$ cat src/inc/bdpr_defines.svh
// constants for the bridge data parity reporting block
//==========================================================
`ifndef BDPR_DEFINES_SVH
`define BDPR_DEFINES_SVH
//==========================================================
// register offsets
`define BDPR_CTRL_OFF 12'h000
`define BDPR_STAT_OFF 12'h004
`define BDPR_MASK_OFF 12'h008
`define BDPR_PEND_OFF 12'h00C
//==========================================================
// field positions
`define BDPR_PRI_BIT 0
`define BDPR_SEC_BIT 1
//==========================================================
// reset values
`define BDPR_CTRL_RST 2'h0
`define BDPR_STAT_RST 2'h0
`define BDPR_MASK_RST 2'h0
`endif

$ cat src/inc/bdpr_pkg.sv
// types for the bridge data parity reporting block
package bdpr_pkg;
  //==========================================================
  // one data phase seen on one bus, with its parity outcome
  typedef struct packed {
    logic active;   // data phase completed this cycle
    logic master;   // bridge is initiator on this bus
    logic write;    // 1 write, 0 read
    logic delayed;  // write is delayed, not posted
    logic down;     // transaction moves downstream
    logic bad_par;  // bridge found bad data parity
    logic perr_n;   // sensed level of the bus error pin
    logic fwd;      // bad parity already came from the initiating bus
  } bdpr_phase_t;
  //==========================================================
  // error pin sequencer
  typedef enum logic [1:0] {
    BDPR_IDLE = 2'b00,
    BDPR_DRIVE = 2'b01,
    BDPR_PARK = 2'b10
  } bdpr_pin_t;
endpackage

$ cat src/hdl/bdpr_parity_report.sv
// data parity reporting logic of the bridge, both bus interfaces
//
// Chosen here: the APB interface to the registers and the register offsets.
`timescale 1ns/1ps
`include "bdpr_defines.svh"
module bdpr_parity_report import bdpr_pkg::*; (
  // clock and reset
  input wire logic pclk,
  input wire logic presetn,
  // apb slave
  input wire logic psel,
  input wire logic penable,
  input wire logic pwrite,
  input wire logic [11:0] paddr,
  input wire logic [31:0] pwdata,
  output logic [31:0] prdata,
  output logic pready,
  output logic pslverr,
  // data phases seen on the two buses
  input wire bdpr_phase_t pri_phase,
  input wire bdpr_phase_t sec_phase,
  // primary error pin, three-state
  output logic primary_parity_error_n,
  output logic primary_parity_error_oe,
  // secondary error pin, three-state
  output logic secondary_parity_error_n,
  output logic secondary_parity_error_oe,
  // interrupt
  output logic irq
);

  //==========================================================
  // helpers
  // pin sequence: drive low one clock, drive high one clock, release
  function automatic bdpr_pin_t pin_step(input bdpr_pin_t cur, input logic fire);
    bdpr_pin_t nxt;
    nxt = BDPR_IDLE;
    case (cur)
      BDPR_DRIVE: nxt = BDPR_PARK;
      default: nxt = BDPR_IDLE;
    endcase
    if (fire) begin
      nxt = BDPR_DRIVE;
    end
    return nxt;
  endfunction

  // bridge is write target or read initiator on a bus
  function automatic logic may_drive(input bdpr_phase_t ph);
    return ph.active & ((~ph.master & ph.write) | (ph.master & ~ph.write));
  endfunction

  //==========================================================
  // state
  logic [1:0] ctrl_reg;
  logic [1:0] status_reg;
  logic [1:0] mask_reg;
  logic fwd_p_reg;
  logic fwd_s_reg;
  bdpr_pin_t ppin_reg;
  bdpr_pin_t spin_reg;

  //==========================================================
  // apb decode
  wire acc = psel & penable;
  wire done = acc & pready;
  wire hit_ctrl = paddr == `BDPR_CTRL_OFF;
  wire hit_stat = paddr == `BDPR_STAT_OFF;
  wire hit_mask = paddr == `BDPR_MASK_OFF;
  wire hit_pend = paddr == `BDPR_PEND_OFF;
  wire hit_any = hit_ctrl | hit_stat | hit_mask | hit_pend;
  wire wr = done & pwrite;
  wire [1:0] clr_w = (wr & hit_stat) ? pwdata[1:0] : 2'h0;
  logic [31:0] rd_mux;
  always_comb begin
    rd_mux = 32'h0;
    if (hit_ctrl) begin
      rd_mux = {30'h0, ctrl_reg};
    end else if (hit_stat) begin
      rd_mux = {30'h0, status_reg};
    end else if (hit_mask) begin
      rd_mux = {30'h0, mask_reg};
    end else if (hit_pend) begin
      rd_mux = {30'h0, fwd_s_reg, fwd_p_reg};
    end
  end

  wire en_p = ctrl_reg[`BDPR_PRI_BIT];
  wire en_s = ctrl_reg[`BDPR_SEC_BIT];

  //==========================================================
  // master data parity detected events
  wire p_err = pri_phase.bad_par | ~pri_phase.perr_n;
  wire s_err = sec_phase.bad_par | ~sec_phase.perr_n;
  wire p_set = pri_phase.active & pri_phase.master & en_p & p_err;
  wire s_set = sec_phase.active & sec_phase.master & en_s & s_err;
  wire [1:0] set_w = {s_set, p_set};
  // set wins over a write-one clear in the same cycle
  wire [1:0] status_next = (status_reg & ~clr_w) | set_w;
  wire [1:0] mask_next = (wr & hit_mask) ? pwdata[1:0] : mask_reg;
  // interrupt follows the next state so it rises with the status bit, not a cycle later
  wire irq_next = |(status_next & mask_next);

  //==========================================================
  // delayed write error forwarding
  // target reported error while bridge completed a delayed write as master
  wire p_cap = sec_phase.active & sec_phase.master & sec_phase.write & sec_phase.delayed & sec_phase.down &
               ~sec_phase.perr_n & ~sec_phase.fwd;
  wire s_cap = pri_phase.active & pri_phase.master & pri_phase.write & pri_phase.delayed & ~pri_phase.down &
               ~pri_phase.perr_n & ~pri_phase.fwd;
  // initiator retries and completes the delayed write on its own bus
  wire p_done_dw = pri_phase.active & ~pri_phase.master & pri_phase.write & pri_phase.delayed & pri_phase.down;
  wire s_done_dw = sec_phase.active & ~sec_phase.master & sec_phase.write & sec_phase.delayed & ~sec_phase.down;
  wire p_fwd_hit = p_done_dw & fwd_p_reg & en_p & en_s;
  wire s_fwd_hit = s_done_dw & fwd_s_reg & en_p & en_s;
  // a pending error survives until the completion that carries it
  wire fwd_p_next = p_cap | (fwd_p_reg & ~p_done_dw);
  wire fwd_s_next = s_cap | (fwd_s_reg & ~s_done_dw);

  //==========================================================
  // error pin triggers
  // only the side that receives the data may report it, so the role gates every cause
  wire p_role = may_drive(pri_phase);
  wire s_role = may_drive(sec_phase);
  wire p_fire = (p_role & pri_phase.bad_par & en_p) | p_fwd_hit;
  wire s_fire = (s_role & sec_phase.bad_par & en_s) | s_fwd_hit;
  wire bdpr_pin_t ppin_next = pin_step(ppin_reg, p_fire);
  wire bdpr_pin_t spin_next = pin_step(spin_reg, s_fire);
  // pin levels decoded from the next sequencer state, so each pin leaves a flop directly
  wire p_n_next = ppin_next != BDPR_DRIVE;
  wire p_oe_next = ppin_next != BDPR_IDLE;
  wire s_n_next = spin_next != BDPR_DRIVE;
  wire s_oe_next = spin_next != BDPR_IDLE;

  //==========================================================
  // apb answer: one wait state, then registered data
  // the fixed wait keeps the read mux off the output path at the cost of one cycle per access
  wire answer = acc & ~pready;
  wire ready_next = answer;
  wire slverr_next = answer & ~hit_any;
  // read data is zero outside the answer cycle so a stale word never lingers on the bus
  wire [31:0] rdata_next = (answer & ~pwrite) ? rd_mux : 32'h0;
  always_ff @(posedge pclk or negedge presetn) begin
    if (!presetn) begin
      pready <= 1'b0;
      pslverr <= 1'b0;
      prdata <= 32'h0;
    end else begin
      pready <= ready_next;
      pslverr <= slverr_next;
      prdata <= rdata_next;
    end
  end

  // control, status and mask registers
  always_ff @(posedge pclk or negedge presetn) begin
    if (!presetn) begin
      ctrl_reg <= `BDPR_CTRL_RST;
      status_reg <= `BDPR_STAT_RST;
      mask_reg <= `BDPR_MASK_RST;
      irq <= 1'b0;
    end else begin
      if (wr & hit_ctrl) begin
        ctrl_reg <= pwdata[1:0];
      end
      status_reg <= status_next;
      mask_reg <= mask_next;
      irq <= irq_next;
    end
  end

  // forwarding flags
  always_ff @(posedge pclk or negedge presetn) begin
    if (!presetn) begin
      fwd_p_reg <= 1'b0;
      fwd_s_reg <= 1'b0;
    end else begin
      fwd_p_reg <= fwd_p_next;
      fwd_s_reg <= fwd_s_next;
    end
  end

  // pins: low while driving, high one clock before release so the bus parks high
  always_ff @(posedge pclk or negedge presetn) begin
    if (!presetn) begin
      ppin_reg <= BDPR_IDLE;
      spin_reg <= BDPR_IDLE;
      primary_parity_error_n <= 1'b1;
      primary_parity_error_oe <= 1'b0;
      secondary_parity_error_n <= 1'b1;
      secondary_parity_error_oe <= 1'b0;
    end else begin
      ppin_reg <= ppin_next;
      spin_reg <= spin_next;
      primary_parity_error_n <= p_n_next;
      primary_parity_error_oe <= p_oe_next;
      secondary_parity_error_n <= s_n_next;
      secondary_parity_error_oe <= s_oe_next;
    end
  end

  //==========================================================
  // assertions
  a_pdet_set: assert property (@(posedge pclk) disable iff (!presetn)
    p_set |=> status_reg[0]) else $error("primary master parity bit not set");

  a_sdet_set: assert property (@(posedge pclk) disable iff (!presetn)
    s_set |=> status_reg[1]) else $error("secondary master parity bit not set");

  a_sdet_cause: assert property (@(posedge pclk) disable iff (!presetn)
    $rose(status_reg[1]) |-> $past(s_set)) else $error("secondary bit set without cause");

  a_sdet_enable: assert property (@(posedge pclk) disable iff (!presetn)
    $rose(status_reg[1]) |-> $past(en_s)) else $error("secondary bit set while disabled");

  a_stat_sticky: assert property (@(posedge pclk) disable iff (!presetn)
    status_reg[0] & ~clr_w[0] |=> status_reg[0]) else $error("status bit lost without clear");

  a_pperr_fire: assert property (@(posedge pclk) disable iff (!presetn)
    p_fire |=> !primary_parity_error_n && primary_parity_error_oe) else $error("primary pin not driven low");

  a_pperr_enable: assert property (@(posedge pclk) disable iff (!presetn)
    $fell(primary_parity_error_n) |-> $past(en_p)) else $error("primary pin driven while disabled");

  a_pperr_release: assert property (@(posedge pclk) disable iff (!presetn)
    $fell(primary_parity_error_oe) |-> $past(primary_parity_error_n)) else $error("primary pin released low");

  a_sperr_fire: assert property (@(posedge pclk) disable iff (!presetn)
    s_fire |=> !secondary_parity_error_n && secondary_parity_error_oe) else $error("secondary pin not driven low");

  a_sperr_enable: assert property (@(posedge pclk) disable iff (!presetn)
    $fell(secondary_parity_error_n) |-> $past(en_s)) else $error("secondary pin driven while disabled");

  a_fwd_pri: assert property (@(posedge pclk) disable iff (!presetn)
    p_fwd_hit |=> !primary_parity_error_n ##1 (primary_parity_error_n || $past(p_fire))) else $error("forward not shown");

  a_irq_level: assert property (@(posedge pclk) disable iff (!presetn)
    irq == |(status_reg & mask_reg)) else $error("interrupt level wrong");

  //==========================================================
  // apb answer checks
  a_apb_wait: assert property (@(posedge pclk) disable iff (!presetn)
    psel && penable && !pready |=> pready) else $error("access not answered after one wait");

  a_apb_pulse: assert property (@(posedge pclk) disable iff (!presetn)
    pready |=> !pready) else $error("ready held past one cycle");

  a_apb_slverr: assert property (@(posedge pclk) disable iff (!presetn)
    pslverr |-> pready) else $error("error shown without ready");

  a_rdata_idle: assert property (@(posedge pclk) disable iff (!presetn)
    !pready |-> prdata == 32'h0) else $error("read data outside answer cycle");

  a_hole_write: assert property (@(posedge pclk) disable iff (!presetn)
    wr && !hit_any |=> $stable(ctrl_reg) && $stable(mask_reg)) else $error("write to hole changed a register");

  //==========================================================
  // status and forwarding checks
  a_pdet_cause: assert property (@(posedge pclk) disable iff (!presetn)
    $rose(status_reg[`BDPR_PRI_BIT]) |-> $past(p_set)) else $error("primary bit set without cause");

  a_pdet_role: assert property (@(posedge pclk) disable iff (!presetn)
    $rose(status_reg[`BDPR_PRI_BIT]) |-> $past(en_p && pri_phase.master))
    else $error("primary bit set outside master role");

  a_sdet_master: assert property (@(posedge pclk) disable iff (!presetn)
    $rose(status_reg[`BDPR_SEC_BIT]) |-> $past(sec_phase.active && sec_phase.master))
    else $error("secondary bit set outside master role");

  a_pdet_clear: assert property (@(posedge pclk) disable iff (!presetn)
    $fell(status_reg[`BDPR_PRI_BIT]) |-> $past(clr_w[`BDPR_PRI_BIT])) else $error("primary bit lost without clear");

  a_sdet_clear: assert property (@(posedge pclk) disable iff (!presetn)
    $fell(status_reg[`BDPR_SEC_BIT]) |-> $past(clr_w[`BDPR_SEC_BIT]))
    else $error("secondary bit lost without clear");

  a_fwd_guard: assert property (@(posedge pclk) disable iff (!presetn)
    $rose(fwd_p_reg) |-> $past(sec_phase.active && !sec_phase.fwd)) else $error("forward armed for known error");

  a_fwd_hold: assert property (@(posedge pclk) disable iff (!presetn)
    fwd_p_reg && !p_done_dw |=> fwd_p_reg) else $error("pending forward lost");

  //==========================================================
  // error pin checks
  a_pperr_role: assert property (@(posedge pclk) disable iff (!presetn)
    $fell(primary_parity_error_n) |-> $past(p_role)) else $error("primary pin driven outside its role");

  a_sperr_role: assert property (@(posedge pclk) disable iff (!presetn)
    $fell(secondary_parity_error_n) |-> $past(s_role)) else $error("secondary pin driven outside its role");

  a_sperr_release: assert property (@(posedge pclk) disable iff (!presetn)
    $fell(secondary_parity_error_oe) |-> $past(secondary_parity_error_n)) else $error("secondary pin released low");

  a_pperr_pulse: assert property (@(posedge pclk) disable iff (!presetn)
    !primary_parity_error_n |=> primary_parity_error_n || $past(p_fire)) else $error("primary pin low too long");

  a_sperr_pulse: assert property (@(posedge pclk) disable iff (!presetn)
    !secondary_parity_error_n |=> secondary_parity_error_n || $past(s_fire)) else $error("secondary pin low too long");

  a_pperr_oe: assert property (@(posedge pclk) disable iff (!presetn)
    !primary_parity_error_n |-> primary_parity_error_oe) else $error("primary pin low while released");

  a_sperr_oe: assert property (@(posedge pclk) disable iff (!presetn)
    !secondary_parity_error_n |-> secondary_parity_error_oe) else $error("secondary pin low while released");

  a_fwd_sec: assert property (@(posedge pclk) disable iff (!presetn)
    s_fwd_hit |=> !secondary_parity_error_n ##1 (secondary_parity_error_n || $past(s_fire)))
    else $error("forward to secondary not shown");

endmodule

$ cat config.mk
export PLATFORM = sky130hd
export DESIGN_NAME = bdpr_parity_report
export DESIGN_NICKNAME = d
export VERILOG_FILES = /design/src/inc/bdpr_pkg.sv /design/src/hdl/bdpr_parity_report.sv
export VERILOG_INCLUDE_DIRS = /design/src /design/src/inc
export SDC_FILE = /design/constraint.sdc
export NUM_CORES = 1
export LEC_CHECK = 0
export BUFFER_PORTS_ARGS = -buffer_cell sky130_fd_sc_hd__buf_4
export CORE_ASPECT_RATIO = 1.4
export CORE_MARGIN = 2
export CORE_UTILIZATION = 34
export DETAILED_ROUTE_END_ITERATION = 8
export PLACE_DENSITY = 0.74
export SETUP_SLACK_MARGIN = 0.1
export SLEW_MARGIN = 25
export SYNTH_ARGS = -nofsm -noshare
export SYNTH_HDL_FRONTEND = slang
export SYNTH_SLANG_ARGS = --single-unit
$ cat constraint.sdc
create_clock -name pclk -period 1.4 [get_ports pclk]
set_input_delay 0 -clock pclk [delete_from_list [all_inputs] [get_ports pclk]]
set_output_delay 0 -clock pclk [all_outputs]
set_load 0.05 [all_outputs]
==> flow_summary.yaml <==
global_routing:
  gr-usage-all-layers: 0.136
  overflow: 0
  grt_pass1_wl_microns: 4000
  grt_busiest_layer: "met2"
  grt_pass1_vias: 887
  use_met3: 0.0159
  use_met2: 0.230
  antenna_found_initial: 0
  grt_start_max_net_pins: 22
  met1_usage: 0.159
setup_path:
  critPathLaunchType: "flip-flop"
  reg2reg_from: "pready"
  worstRegToRegCells: 4
  critical_path.top_delay_family: "simple AND/OR/NAND/NOR gates"
  end_kind: "flip-flop"
  crit_required_ps: 1560
  r2r_setup_slack_ps: -8
  slowest_stage: "dfrtp_2"
  worst-path-stages: 4
  path_max_fanout: 2
  arrival_ps: 1560
  path_cells: "and4_1 -> and4_4 -> mux2_4 -> a22o_1"
  r2r_end: "irq"
  critPathMaxStageDelay_ps: 350
  path_buf_inv: 0
  crit_type: "flip-flop to flip-flop"
  crit_start: "pready"
placement:
  placed_cells_incl_taps: 198
  place_area_sq_mm: 0.00150
  pre_cts_ws_ps: -4.49
  hpwl_microns: 2020
  portBuffers: 43
  gp_congestion: 0.758
die:
  die_w_microns: 54.7
  die_area_sq_mm: 0.00410
  start_util: 0.359
  coreArea_sq_mm: 0.00341
  die_y_microns: 74.9
  ioPinCount: 104
  core.rowCount: 25
power:
  p_sw_mw: 0.451
  power.share.clock: 0.283
  ir_worst_vdd_mv: 0.398
  powerDensity_mw_per_mm2: 848
  seqPwrFrac: 0.455
  power.internal_mw: 0.929
  power.share.combinational: 0.262
  swShare: 0.327
  totalPowerFinal_mw: 1.38
  power.leakage_nw: 0.837
flow_run:
  max-cap-violations: 0
timing:
  rsz0062_at_grt: "yes"
  skew_ps: 5.94
  finalHoldViolCount: 0
  clock.fmax_ghz: 0.710
  fin_ws_ps: -8.38
  setup_viol: 1
  period_share: 1.01
  slew_violations: 0
  post-route-min-period_ps: 1410
clock_network:
  clock_sinks: 21
  cts_made_buffers: 3
  cts-htree-levels: 1
  insertion_delay_ps: 260
  clk_path_buf_depth: 2
  clkTransAtPathRegs_ps: 70
  root_buffer: "clkbuf_8"
  cts_tree: "done"
route:
  dr.first_iter.drc_count: 7
  routed_wl_microns: 2540
  vias_per_cell: 4.53
  wl_per_cell_microns: 12.1
  ant_nets: 0
  vias: 947
  route.detailed.drc: 0
  dr.pass1.iters: 4
synth:
  synth_edf_count: 0
  asyncSetResetFlopFracSynth: 1.00
  synth_flop_cell: "dfrtp_1"
  ys_seq_area_frac: 0.432
  ys_ff_latch: 21
  syn_inst: 114
  avgSynthCellArea_sq_um: 10.7
  syn-cell-area_sq_mm: 0.00122
  synth_cell_types: 33
  synth-warning-count: 0
hold_path:
  whs_path_depth: 3
  worstHoldStart: "penable"
  hold_path_class: "input pin to flip-flop"
  hold_end: "pready"
final_layout:
  drive_gt1_frac: 0.379
  diodes: 0
  seqCellArea_sq_um: 529
  postLayoutCellArea_sq_mm: 0.00163
  fin_nets: 235
  multiInputGateArea_sq_um: 587
  fin_cells: 209
  fillCellCount: 336
  area_growth_pct: 33.2
run_status:
  outcome: "finished, violations left"
  violations: "setup timing"
==> kinds of logic after synthesis <==
group                     synth area share
buffers and inverters                0.193
xor gates and xnor gates            0.0143
and+or+nand+nor                      0.211
AOI/OAI and AO/OA                   0.0604
DFF                                  0.432
other                              0.00307
muxes                               0.0860
==> worst min-delay path, stage by stage <==
cell and delay (ps):
buf_4 110, nand2_1 70, nor2_1 60
==> cells in the final DEF (no fill, tap or decap), types with 2 or more instances in the layout <==
master and instances:
buf_4 46, conb_1 30, dfrtp_1 18, nand2_1 8
nor2_1 6, dlygate4sd3_1 6, nand3_1 5, nor2b_1 4
clkbuf_8 3, nor4_4 2, and4_1 2, nor4b_1 2
mux2_4 2, o211ai_1 2, o22a_1 2, mux4_1 2
and3_1 2, inv_1 2, o21ai_0 2, mux2_1 2
dfstp_2 2
==> metrics by stage <==
| stage | hold WS [ps] | utilization | setup TNS (ps) |
|---|---|---|---|
| after floorplan | -296 | - | -376 |
| after global placement | -109 | 0.439 | 0 |
| after global routing | 17.5 | 0.477 | -208 |
| final | 11.0 | 0.477 | -8.38 |
| after CTS | 3.99 | 0.473 | -5.46 |
| after detailed placement | -104 | 0.439 | -4.49 |
==> Yosys cell counts (2+ instances only) <==
| cell type | instances | share of area |
|---|---|---|
| and3_1 | 2 | 0.010 |
| and4_1 | 3 | 0.021 |
| buf_4 | 30 | 0.18 |
| dfrtp_1 | 19 | 0.39 |
| dfstp_2 | 2 | 0.043 |
| inv_1 | 2 | 0.0061 |
| mux2_1 | 2 | 0.018 |
| mux2_4 | 2 | 0.025 |
| mux4_1 | 2 | 0.043 |
| nand2_1 | 8 | 0.025 |
| nand3_1 | 5 | 0.020 |
| nor2_1 | 7 | 0.021 |
| nor2b_1 | 5 | 0.026 |
| nor4_4 | 2 | 0.035 |
| nor4b_1 | 2 | 0.014 |
| o211ai_1 | 2 | 0.012 |
| o21ai_0 | 2 | 0.0082 |
| o22a_1 | 2 | 0.014 |
==> power by group through the flow <==
| stage | registers (mW) | clock network, mW | logic (mW) |
|---|---|---|---|
| detailed placement | 0.639 | 0 | 0.347 |
| global placement | 0.639 | 0 | 0.345 |
| finish | 0.627 | 0.391 | 0.362 |
| floorplan | 0.647 | 0 | 0.280 |
| global route | 0.629 | 0.418 | 0.386 |
| CTS | 0.627 | 0.405 | 0.361 |
==> how the worst max path moves through the flow <==
stage | end | slack (ps)
after global routing | ctrl_reg[0] | -70
after global placement | irq | 50
after detailed placement | irq | -4
final | irq | -8
after CTS | irq | -5
after floorplan | irq | -190
==> area by class of cell <==
cell class | instances | area share
Multi-Input combinational cell | 89 | 0.360
Sequential cell | 21 | 0.325
Timing Repair Buffer | 52 | 0.249
Tap cell | 40 | 0.0307
Clock buffer | 4 | 0.0277
Inverter | 3 | 0.00692
==> layer usage <==
layer / share of wire / up-vias
li1: - / 446
met1: 0.37 / 448
met2: 0.55 / 45
met3: 0.056 / 8
met4: 0.027 / 0
met5: 0 / -
==> what timing repair did <==
item,CTS,global route
buffers inserted,1,0
hold buffers,6,0
setup endpoints to repair,4,7
resized for setup,1,4
hold endpoints to repair,24,0
Power figures use the tool's default switching activity.
